$ cat config.mk
export PLATFORM = sky130hd
export DESIGN_NAME = tcc_capture_compare
export DESIGN_NICKNAME = d
export VERILOG_FILES = /design/src/tcc_pkg.sv /design/src/tcc_filter.sv /design/src/tcc_capture_compare.sv
export SDC_FILE = /design/constraint.sdc
export NUM_CORES = 1
export LEC_CHECK = 0
export BUFFER_PORTS_ARGS = -buffer_cell sky130_fd_sc_hd__buf_2
export CORE_AREA = 2 2 154 156
export DETAILED_ROUTE_END_ITERATION = 6
export DIE_AREA = 0 0 156 158
export MAX_ROUTING_LAYER = met4
export PLACE_DENSITY = 0.49
export SYNTH_ARGS = -nofsm -noshare
export SYNTH_HDL_FRONTEND = slang
export SYNTH_SLANG_ARGS = --single-unit
$ cat constraint.sdc
create_clock -name ref_clk -period 5.47 [get_ports ref_clk]
set_input_delay 0.8205 -clock ref_clk [delete_from_list [all_inputs] [get_ports ref_clk]]
set_output_delay 0.8205 -clock ref_clk [all_outputs]
set_load 0.1 [all_outputs]
$ cat src/tcc_pkg.sv
// constants and types for the 16-bit timer capture/compare block
// Overview of operation
// - capture trigger is capture pin, or comparator output when select bit set
// - changing trigger source may capture; software clears capture flag afterwards
// - filter enable adds four system clock cycles before edge detection
// - edge detector disabled only in modes using capture as ceiling; filter keeps running
// - software driving the capture pin port can trigger a capture
// - filter output changes only when four consecutive samples agree
// - every capture overwrites the capture value, read or not
// - writing one clears capture flag; writing zero leaves it
// - enabled set compare flag requests irq; cleared by ack or write-one
// - compare channel a can serve as counter ceiling
// - compare values double buffered in pwm modes, direct otherwise
// - buffered compare loads only at ceiling or floor
// - compare reads return buffer or register directly, no latch
// - high byte write fills latch; low byte write moves it up
// - force strobe in non-pwm modes updates level, no flag, no counter effect
// - count write blocks every compare match in the next timer tick
// - count written equal to variable ceiling misses it, runs to 0xffff
// - compare output level kept across waveform mode changes
// - output action bits act immediately, not buffered
// - capture copies count and sets flag in the same cycle
// - reset clears each compare output level to zero
package tcc_pkg;
   localparam int          CNT_W        = 16;
   localparam int          BYTE_W       = 8;
   localparam int          NUM_CH       = 2;
   localparam int          FILT_LEN     = 4;
   localparam logic [15:0] CNT_MAX      = 16'hffff;
   localparam logic [15:0] CNT_FLOOR    = 16'h0000;
   localparam logic [15:0] CMP_RST      = 16'h0000;
   // waveform mode encodings
   localparam logic [3:0]  WGM_NORMAL   = 4'h0;
   localparam logic [3:0]  WGM_CTC_A    = 4'h4;
   localparam logic [3:0]  WGM_PFC_ICR  = 4'h8;
   localparam logic [3:0]  WGM_PC_ICR   = 4'ha;
   localparam logic [3:0]  WGM_CTC_ICR  = 4'hc;
   localparam logic [3:0]  WGM_FAST_ICR = 4'he;
   // output actions
   localparam logic [1:0]  ACT_NONE     = 2'h0;
   localparam logic [1:0]  ACT_TOGGLE   = 2'h1;
   localparam logic [1:0]  ACT_CLEAR    = 2'h2;
   localparam logic [1:0]  ACT_SET      = 2'h3;
   typedef enum logic [2:0] {
      CAP_IDLE = 3'b001,
      CAP_WAIT = 3'b010,
      CAP_HOLD = 3'b100
   } tcc_cap_state_t;
endpackage : tcc_pkg

$ cat src/tcc_filter.sv
// four-sample noise filter for the capture input
`timescale 1ns/1ps
module tcc_filter #(
   parameter int LEN = tcc_pkg::FILT_LEN
) (
   input  wire logic ref_clk,  // system clock
   input  wire logic rst,      // async reset, high
   input  wire logic clk_en,   // freezes state when low
   input  wire logic din,      // synchronised input
   output logic      dout      // filtered level
);
   logic [LEN-1:0] hist_reg;
   logic [LEN-1:0] hist_next;
   logic           out_reg;
   logic           out_next;

   always_comb begin
      hist_next = {hist_reg[LEN-2:0], din};
      out_next  = out_reg;
      // all samples equal
      // newest sample included, so the filter costs exactly four cycles
      if (&hist_next) begin
         out_next = 1'b1;
      end else if (~|hist_next) begin
         out_next = 1'b0;
      end
   end

   always_ff @(posedge ref_clk or posedge rst) begin
      if (rst) begin
         hist_reg <= '0;
         out_reg  <= 1'b0;
      end else if (clk_en) begin
         hist_reg <= hist_next;
         out_reg  <= out_next;
      end
   end

   assign dout = out_reg;
endmodule : tcc_filter

$ cat src/tcc_capture_compare.sv
// capture and compare channels of the 16-bit timer
`timescale 1ns/1ps
module tcc_capture_compare (
   input  wire logic        ref_clk,                 // system clock 25 MHz
   input  wire logic        rst,                     // async reset, high
   input  wire logic        clk_en,                  // global clock enable
   input  wire logic        timer_tick,              // prescaled timer strobe
   input  wire logic [15:0] count_value,             // counter value
   input  wire logic        count_write,             // cpu wrote count
   input  wire logic [3:0]  waveform_mode,           // mode select
   input  wire logic        capture_pin,             // async pin
   input  wire logic        comparator_output,       // async comparator
   input  wire logic        comparator_capture_select, // use comparator
   input  wire logic        capture_filter_enable,   // filter on
   input  wire logic        capture_edge_rising,     // edge polarity
   input  wire logic        capture_flag_clr,        // write one to flag
   input  wire logic        capture_irq_ack,         // irq executed
   input  wire logic        capture_irq_enable,      // capture irq enable
   input  wire logic [7:0]  wr_data,                 // cpu write byte
   input  wire logic [1:0]  cmp_high_wr,             // per channel high write
   input  wire logic [1:0]  cmp_low_wr,              // per channel low write
   input  wire logic [1:0]  compare_flag_clr,        // write one per channel
   input  wire logic [1:0]  compare_irq_ack,         // irq executed
   input  wire logic [1:0]  compare_irq_enable,      // per channel enable
   input  wire logic [3:0]  compare_output_action,   // two bits per channel
   input  wire logic [1:0]  force_compare_strobe,    // per channel strobe
   input  wire logic        at_ceiling,              // counter at ceiling
   input  wire logic        at_floor,                // counter at floor
   output logic [15:0]      capture_value,           // captured count
   output logic             capture_flag,            // capture flag
   output logic             capture_irq,             // capture irq
   output logic [31:0]      compare_value,           // {b,a} readback
   output logic [15:0]      compare_ceiling,         // channel a for ceiling
   output logic [1:0]       compare_flag,            // compare flags
   output logic [1:0]       compare_irq,             // compare irq
   output logic [1:0]       compare_output_level,    // internal level
   output logic [1:0]       compare_match            // qualified match pulse
);
   localparam int N = tcc_pkg::NUM_CH;
   localparam int W = tcc_pkg::CNT_W;
   localparam int B = tcc_pkg::BYTE_W;

   // ******************************************************
   // input synchronisers
   // ******************************************************
   logic [1:0] sync1_reg;
   logic [1:0] sync2_reg;
   always_ff @(posedge ref_clk or posedge rst) begin
      if (rst) begin
         sync1_reg <= 2'h0;
         sync2_reg <= 2'h0;
      end else if (clk_en) begin
         sync1_reg <= {comparator_output, capture_pin};
         sync2_reg <= sync1_reg;
      end
   end

   // ******************************************************
   // capture trigger and filter
   // ******************************************************
   logic src_sel;
   logic filt_out;
   logic cap_in;
   logic icr_top;
   // pin driven by its own port also feeds here
   assign src_sel = comparator_capture_select ? sync2_reg[1] : sync2_reg[0];

   tcc_filter #(.LEN(tcc_pkg::FILT_LEN)) u_filter (
      .ref_clk (ref_clk),
      .rst     (rst),
      .clk_en  (clk_en),
      .din     (src_sel),
      .dout    (filt_out)
   );

   assign cap_in = capture_filter_enable ? filt_out : src_sel;

   // modes using capture register as ceiling
   assign icr_top = (waveform_mode == tcc_pkg::WGM_PFC_ICR)
                  | (waveform_mode == tcc_pkg::WGM_PC_ICR)
                  | (waveform_mode == tcc_pkg::WGM_CTC_ICR)
                  | (waveform_mode == tcc_pkg::WGM_FAST_ICR);

   // ******************************************************
   // capture edge detect and register
   // ******************************************************
   logic        prev_reg;
   logic        prev_next;
   logic [15:0] capv_reg;
   logic [15:0] capv_next;
   logic        capf_reg;
   logic        capf_next;
   logic        capirq_reg;
   logic        capirq_next;
   logic        cap_evt;

   always_comb begin
      prev_next = cap_in;
      cap_evt   = 1'b0;
      // edge detector off in ceiling modes
      // a source switch shows here as an edge
      if (!icr_top && (prev_reg != cap_in)) begin
         cap_evt = (cap_in == capture_edge_rising);
      end
      capv_next = capv_reg;
      if (cap_evt) begin
         capv_next = count_value;
      end
      capf_next = capf_reg;
      // write one clears; set wins over clear
      if (capture_flag_clr || capture_irq_ack) begin
         capf_next = 1'b0;
      end
      if (cap_evt) begin
         capf_next = 1'b1;
      end
      capirq_next = capf_next & capture_irq_enable;
   end

   always_ff @(posedge ref_clk or posedge rst) begin
      if (rst) begin
         prev_reg   <= 1'b0;
         capv_reg   <= tcc_pkg::CMP_RST;
         capf_reg   <= 1'b0;
         capirq_reg <= 1'b0;
      end else if (clk_en) begin
         prev_reg   <= prev_next;
         capv_reg   <= capv_next;
         capf_reg   <= capf_next;
         capirq_reg <= capirq_next;
      end
   end

   assign capture_value = capv_reg;
   assign capture_flag  = capf_reg;
   assign capture_irq   = capirq_reg;

   // ******************************************************
   // compare channels
   // ******************************************************
   logic            pwm_mode;
   logic [7:0]      temp_reg;
   logic [7:0]      temp_next;
   logic            block_reg;
   logic            block_next;
   logic [N-1:0]    match_raw;
   logic [N*W-1:0]  buf_reg;
   logic [N*W-1:0]  buf_next;
   logic [N*W-1:0]  ocr_reg;
   logic [N*W-1:0]  ocr_next;
   logic [N-1:0]    ocf_reg;
   logic [N-1:0]    ocf_next;
   logic [N-1:0]    ocirq_reg;
   logic [N-1:0]    ocirq_next;
   logic [N-1:0]    lvl_reg;
   logic [N-1:0]    lvl_next;
   logic [N-1:0]    pend_reg;
   logic [N-1:0]    pend_next;
   logic [N-1:0]    mpulse_reg;
   logic [N-1:0]    mpulse_next;

   // pwm modes are everything but normal and both ctc modes
   assign pwm_mode = (waveform_mode != tcc_pkg::WGM_NORMAL)
                   & (waveform_mode != tcc_pkg::WGM_CTC_A)
                   & (waveform_mode != tcc_pkg::WGM_CTC_ICR);

   always_comb begin
      temp_next   = temp_reg;
      block_next  = block_reg;
      buf_next    = buf_reg;
      ocr_next    = ocr_reg;
      ocf_next    = ocf_reg;
      lvl_next    = lvl_reg;
      pend_next   = pend_reg;
      mpulse_next = '0;
      // high byte write loads shared latch
      if (|cmp_high_wr) begin
         temp_next = wr_data;
      end
      // count write arms one tick of blocking
      if (count_write) begin
         block_next = 1'b1;
      end else if (timer_tick) begin
         block_next = 1'b0;
      end
      for (int i = 0; i < N; i++) begin
         match_raw[i] = (count_value == ocr_reg[i*W +: W]);
         // low write joins latch into target
         if (cmp_low_wr[i]) begin
            if (pwm_mode) begin
               buf_next[i*W +: W] = {temp_reg, wr_data};
            end else begin
               ocr_next[i*W +: W] = {temp_reg, wr_data};
            end
         end
         // buffered load only at ceiling or floor
         if (pwm_mode && timer_tick && (at_ceiling || at_floor)) begin
            ocr_next[i*W +: W] = buf_reg[i*W +: W];
         end
         // match on blocked tick is dropped
         // count written to ceiling misses that match
         if (timer_tick) begin
            pend_next[i] = match_raw[i] & ~block_reg & ~count_write;
         end
         // ack or write-one clears; set wins
         if (compare_flag_clr[i] || compare_irq_ack[i]) begin
            ocf_next[i] = 1'b0;
         end
         if (timer_tick && pend_reg[i]) begin
            ocf_next[i]    = 1'b1;
            mpulse_next[i] = 1'b1;
         end
         // force acts like a match, no flag
         if ((timer_tick && pend_reg[i])
             || (force_compare_strobe[i] && !pwm_mode)) begin
            case (compare_output_action[2*i +: 2])
               tcc_pkg::ACT_TOGGLE: lvl_next[i] = ~lvl_reg[i];
               tcc_pkg::ACT_CLEAR:  lvl_next[i] = 1'b0;
               tcc_pkg::ACT_SET:    lvl_next[i] = 1'b1;
               default:             lvl_next[i] = lvl_reg[i];
            endcase
         end
      end
      ocirq_next = ocf_next & compare_irq_enable;
   end

   // level never touched by mode change
   always_ff @(posedge ref_clk or posedge rst) begin
      if (rst) begin
         temp_reg   <= '0;
         block_reg  <= 1'b0;
         buf_reg    <= '0;
         ocr_reg    <= '0;
         ocf_reg    <= '0;
         ocirq_reg  <= '0;
         lvl_reg    <= '0;
         pend_reg   <= '0;
         mpulse_reg <= '0;
      end else if (clk_en) begin
         temp_reg   <= temp_next;
         block_reg  <= block_next;
         buf_reg    <= buf_next;
         ocr_reg    <= ocr_next;
         ocf_reg    <= ocf_next;
         ocirq_reg  <= ocirq_next;
         lvl_reg    <= lvl_next;
         pend_reg   <= pend_next;
         mpulse_reg <= mpulse_next;
      end
   end

   // readback straight from buffer or register
   assign compare_value        = pwm_mode ? buf_reg : ocr_reg;
   assign compare_ceiling      = ocr_reg[W-1:0];
   assign compare_flag         = ocf_reg;
   assign compare_irq          = ocirq_reg;
   assign compare_output_level = lvl_reg;
   assign compare_match        = mpulse_reg;
endmodule : tcc_capture_compare

==> results of run 1 <==
-- Yosys cell counts (all sizes together) --
master	n	area share
mux2	133	0.28
dfrtp	110	0.49
nand2	103	0.069
buf	29	0.036
xnor2	19	0.030
xor2	13	0.020
clkbuf	9	0.0060
nand3	8	0.0071
o21ai	8	0.0071
nor2	7	0.0051
a21oi	6	0.0060
nand4	5	0.0055
inv	4	0.0027
and2	3	0.0033
nor4	3	0.0033
a31oi	2	0.0022
and3	2	0.0022
nand2b	2	0.0022
nand4b	2	0.0031
nand4bb	2	0.0040
nor3	2	0.0018
o21a	2	0.0027
o22ai	2	0.0022
a21o	1	0.0013
a22o	1	0.0016
a32o	1	0.0018
a41oi	1	0.0016
mux2i	1	0.0040
o41ai	1	0.0016
or4b	1	0.0018
-- final cells by class --
| type | count | area share |
|---|---|---|
| flip-flops and latches | 110 | 0.4046 |
| multi-input cells | 331 | 0.3878 |
| repair buffers | 139 | 0.1048 |
| well taps | 290 | 0.05333 |
| clock buffers | 12 | 0.03917 |
| clock inverters | 4 | 0.007723 |
| inverters | 4 | 0.002574 |
-- critical path: stages --
cell and delay, ns:
buf_2 0.09, nand2b_1 0.27, nand2_1 0.77, buf_4 0.35, nand2_1 0.07, nand2_1 0.08
buf_2 0.43
-- layer usage --
| layer | vias to the layer above | share of wire | GRT usage |
|---|---|---|---|
| met5 | - | 0 | - |
| met4 | 0 | 0.0090 | 0.03320 |
| met3 | 10 | 0.038 | 0.02929 |
| met2 | 100 | 0.47 | 0.2259 |
| met1 | 1947 | 0.48 | 0.1869 |
| li1 | 1867 | - | - |
-- worst paths after layout --
check	start	end	slack, ns	cells after the start
worst max register to register	sync2_reg[0]	capture_value[7]	3.24	4
worst max-delay path	waveform_mode[2]	compare_value[31]	1.76	7
min in group asynchronous	rst	capture_value[13]	0.62	2
max in group asynchronous	rst	pend_reg[1]	3.62	3
worst min-delay path	pend_reg[0]	pend_reg[0]	0.49	2
worst min register to register	pend_reg[0]	pend_reg[0]	0.49	2
-- metrics by stage --
step                      area [um2]  setup WS, ns
after floorplan                 5637         1.747
after global placement          6485         1.749
after detailed placement        6485         1.678
after CTS                       6804         1.662
after global routing            6804         1.551
final                           6804         1.764
-- power by group through the flow --
stage	logic, mW	registers (mW)	clock network, mW
2_1_floorplan	1.21	1.65	0
3_3_place_gp	1.92	1.24	0
3_5_place_dp	1.93	1.24	0
4_1_cts	1.94	1.23	0.747
5_1_grt	1.99	1.26	0.772
6_report	1.91	1.22	0.714
-- cell usage in the layout, fill, tap and decap left out, types with 2 or more instances in the layout --
cell       count
inv_1          3
xor2_1        13
buf_2        132
mux2_4        17
nor4_1         3
and2_1         3
and3_1         2
o21a_1         2
clkbuf_8       3
nor3_1         2
nand3_1        8
mux2_1         9
a31oi_1        2
buf_4          7
o22ai_1        2
dfrtp_1      110
nand4_1        5
nand2_1      103
o21ai_0        7
nand2b_1       2
xnor2_1       19
a21oi_1        5
nand4bb_1      2
clkbuf_16      9
nor2_1         6
nand4b_1       2
mux2_2       107
-- kinds of logic after synthesis --
group	synth area share
buf+inv	0.04484
flops	0.4883
simple gates	0.1081
mux	0.2810
compound gates	0.02797
xor+xnor	0.04972
==> key figures, run 1 <==
Floorplan
  – IO Count: 133
  – Starting density of the core: 0.2445
  – Die area: 0.02465 mm2
  – Die W: 156 um
  – CORE AREA: 0.02305 mm2
  – Placement Rows: 56
  – Chip Height: 158 um

Setup path
  – Critical path class: input port to output port
  – Worst Setup Start Kind: input port
  – CP endpoint kind: output port
  – CP arrival: 2.89 ns
  – Worst-path fanout max: 23
  – Crit path required time: 4.65 ns

Run status
  – Outcome: completed

Drt
  – Vias: 3,924
  – Initial DRC count: 158
  – Vias per cell: 4.409
  – Remaining DRCs: 0
  – Routed wire length: 16,510 um
  – DRT antenna net count: 0
  – WL per Instance: 18.55 um
  – Pre-antenna DRT Iters: 4

Clock network
  – Post-CTS Setup Bufs: 0
  – CTS Sinks: 110
  – Clk slew on worst S/H paths: 0.08 ns
  – Num CTS Buffers: 9
  – H-tree Lvls: 3
  – Resized Gates After CTS: 0
  – Hold buffers post-CTS: 0
  – Clk_lat worst skew: 0.36 ns
  – Clock Tree Buf Depth: 2
  – Root buffer cell: clkbuf_16
  – CTS tree: yes

Power
  – Pwr dens: 565.3 mW/mm2
  – Clock power share: 0.186
  – Total power: 3.847 mW
  – Peak VDD IR: 0.0003391 V
  – Net Sw Power: 1.994 mW
  – Sw Share: 0.5183
  – Seq pwr share: 0.317
  – Leak: 3.154 nW
  – Internal: 1.853 mW
  – Gate power share: 0.497

Timing
  – Max Fclk: 269.8 MHz
  – Relative slew slack: 0.3114
  – Setup_tns: 0 ns
  – Setup violations, final: 0
  – Hold Slack: 0.4914 ns
  – Final min period: 3.706 ns
  – Worst-margin pin slew: 1.033 ns
  – Max Slew Vio Count: 0
  – RSZ-0062 raised after global routing: false
  – Final clock skew: 0.01063 ns
  – Period Utilization, post-route: 0.6775
  – Final Hold Viols: 0

Place
  – Routability Congestion: 0.7341
  – Post-DP HPWL: 11,680 um
  – IO buf count: 132
  – Placed Cells: 874

Synth
  – Syn Inst Count: 483
  – Sequential share of the synthesized area: 0.4883
  – Yosys cell types: 37
  – Warnings, synthesis: 0
  – Post-synthesis sequential element count: 110
  – Post-Syn Area: 0.005637 mm2
  – Synth Net Count: 542
  – Post-Syn Area per Cell: 11.67 um2

Layout
  – Diode count: 0
  – Area delta synth->final: 20.71%
  – Fraction of final layout cells sized beyond drive strength 1: 0.4733
  – Multi-input gate area: 0.002639 mm2
  – Number of fill cells: 2,407
  – Final #Nets: 654
  – Final core utilization: 0.2952
  – Seq. cell area: 0.002753 mm2
  – Fin cells: 890

Global routing
  – Gr usage total: 0.1420
  – First-pass GRT wire length: 24,730 um
  – Vias in the first global route: 3,904
  – Initial antenna violation count: 0
  – Grt total ovfl: 0
  – Largest net degree at the start of global routing: 64

Job
  – Max_cap viols: 0

Hold path
  – Hold crit path type: flip-flop to flip-flop
(Power assumes the default switching activity.)
==> run 2: changes to the inputs <==
Clock period 5.47 ns to 3.7 ns, I/O delays scaled along.
==> run 2 against run 1 <==
Clock power up 50%. Global-route usage down 0.093 points. Sequential share of layout area down 0.29 points. Worst setup slack worse by 0.79 ns. Combinational power up 49%. Hold slack worse by 0.070 ns. Via count down 1.6%. Sequential power up 48%. Critical path type unchanged.
==> key figures, run 2 (synthesis gave the netlist of run 1 again) <==
Layout
  – Area delta synth->final: 21.58% (was 20.71%)
  – Leading cell type in the layout, fill and taps excluded: buf_2 (unchanged)
  – Diode count: 0 (unchanged)
  – Most frequent cells in the layout: buf_2 (132), dfrtp_1 (110), mux2_2 (107), nand2_1 (103), xnor2_1 (19) (unchanged)
  – Fraction of final layout cells sized beyond drive strength 1: 0.4760 (was 0.4733)
  – Number of fill cells: 2,397 (was 2,407)
  – Seq. cell area: 0.002753 mm2 (unchanged)
  – Non-Filler Cell Area, Final: 0.006853 mm2 (was 0.006804 mm2)
  – Multi-input gate area: 0.002639 mm2 (unchanged)
  – Final core utilization: 0.2973 (was 0.2952)
  – Final #Nets: 657 (was 654)

Setup path
  – Critical path class: input port to output port (unchanged)
  – Slowest cell on the critical path: buf_2 (was nand2_1)
  – Crit-path leading delay family: buffers and inverters (was simple AND/OR/NAND/NOR gates)
  – Sum of buffers and inverters on the critical path: 3 (unchanged)
  – Crit path cell chain: buf_2 -> nor2_2 -> and2_1 -> buf_4 -> nand2_1 -> nand2_1 -> buf_2 (was buf_2 -> nand2b_1 -> nand2_1 -> buf_4 -> nand2_1 -> nand2_1 -> buf_2)
  – CP endpoint kind: output port (unchanged)
  – CP arrival: 2.17 ns (was 2.89 ns)
  – Crit path largest cell delay: 0.41 ns (was 0.77 ns)
  – Worst path depth: 7 (unchanged)
  – Crit path required time: 3.14 ns (was 4.65 ns)
  – Worst Setup Start Kind: input port (unchanged)
  – R2R depth: 4 (unchanged)
  – Worst-path fanout max: 32 (was 23)

Timing
  – Max Fclk: 366.4 MHz
  – Fin worst setup slack: 0.9709 ns (was 1.764 ns)
  – Max Slew Vio Count: 0 (unchanged)
  – Final clock skew: 0.008764 ns (was 0.01063 ns)
  – Setup_tns: 0 ns (unchanged)
  – RSZ-0062 raised after global routing: false (unchanged)
  – Period Utilization, post-route: 0.7376
  – Setup violations, final: 0 (unchanged)
  – Worst-margin pin slew: 0.9430 ns (was 1.033 ns)
  – Final Hold Viols: 0 (unchanged)
  – Final min period: 2.729 ns
  – Relative slew slack: 0.3713 (was 0.3114)

Global routing
  – Initial antenna violation count: 0 (unchanged)
  – Largest net degree at the start of global routing: 72 (was 64)
  – Grt total ovfl: 0 (unchanged)
  – Gr usage total: 0.1411 (was 0.1420)
  – First-pass GRT wire length: 24,880 um (was 24,730 um)
  – Vias in the first global route: 4,017 (was 3,904)

Clock network
  – Clk slew on worst S/H paths: 0.07 ns (was 0.08 ns)
  – Root buffer cell: clkbuf_16 (unchanged)
  – Clk_lat worst skew: 0.35 ns (was 0.36 ns)
  – CTS tree: yes (unchanged)
  – H-tree Lvls: 3 (unchanged)
  – Clock Tree Buf Depth: 2 (unchanged)
  – CTS Sinks: 110 (unchanged)
  – Hold buffers post-CTS: 0 (unchanged)
  – Resized Gates After CTS: 0 (unchanged)
  – Num CTS Buffers: 9 (unchanged)
  – Post-CTS Setup Bufs: 0 (unchanged)

Power
  – Peak VDD IR: 0.0004547 V (was 0.0003391 V)
  – Leak: 3.174 nW (was 3.154 nW)
  – Pwr dens: 833.5 mW/mm2 (was 565.3 mW/mm2)
  – Total power: 5.712 mW (was 3.847 mW)

Drt
  – Routed wire length: 16,350 um (was 16,510 um)
  – Initial DRC count: 131 (was 158)
  – Pre-antenna DRT Iters: 4 (unchanged)
  – DRT antenna net count: 0 (unchanged)
  – Remaining DRCs: 0 (unchanged)
  – WL per Instance: 18.30 um (was 18.55 um)
  – Vias per cell: 4.325 (was 4.409)
  – Vias: 3,862 (was 3,924)

Floorplan
  – Die area: 0.02465 mm2 (unchanged)
  – CORE AREA: 0.02305 mm2 (unchanged)
  – Placement Rows: 56 (unchanged)
  – IO Count: 133 (unchanged)
  – Starting density of the core: 0.2445 (unchanged)
  – Chip Height: 158 um (unchanged)
  – Die W: 156 um (unchanged)

Place
  – Post-DP HPWL: 11,660 um (was 11,680 um)
  – IO buf count: 132 (unchanged)
  – Place WS: 0.9513 ns (was 1.678 ns)
  – Area after DPL: 0.006533 mm2 (was 0.006485 mm2)
  – Routability Congestion: 0.7105 (was 0.7341)

Run status
  – Outcome: completed (unchanged)

Job
  – Max_cap viols: 0 (unchanged)

Hold path
  – Hold crit path type: input port to async pin (was flip-flop to flip-flop)
run 2: cell type report:
type,count,area share
timing repair buffer,142,0.1110
multi-input combinational,331,0.3851
sequential,110,0.4017
clock buffer,9,0.03286
inverter,4,0.002556
tap,290,0.05295
clock inverter,7,0.01388
run 2: power by group:
group | switching [mW] | internal (mW)
logic | 2.19 | 0.644
clock network | 0.469 | 0.597
registers | 0.294 | 1.52
run 2: final timing paths:
path | end | slack (ns) | startpoint
max in group asynchronous | pend_reg[1] | 2.53 | rst
min reg2reg | pend_reg[0] | 0.49 | pend_reg[0]
max | compare_value[30] | 0.97 | waveform_mode[0]
min | capture_value[13] | 0.42 | rst
min in group ref_clk | capture_irq | 0.42 | capture_irq_enable
max reg2reg | capture_value[7] | 1.49 | sync2_reg[0]
run 2: per-stage QoR:
stage | hold slack [ns] | cells
2_1_floorplan | 0.4349 | 483
5_1_grt | 0.4120 | 893
4_1_cts | 0.4075 | 893
6_report | 0.4215 | 893
3_3_place_gp | 0.4665 | 877
3_5_place_dp | 0.4796 | 877
run 2: metal layers:
| layer | track usage | part of all wire | vias up |
|---|---|---|---|
| li1 | - | - | 1880 |
| met1 | 0.1835 | 0.47 | 1868 |
| met2 | 0.2292 | 0.48 | 104 |
| met3 | 0.02683 | 0.045 | 10 |
| met4 | 0.03233 | 0.0083 | 0 |
| met5 | - | 0 | - |
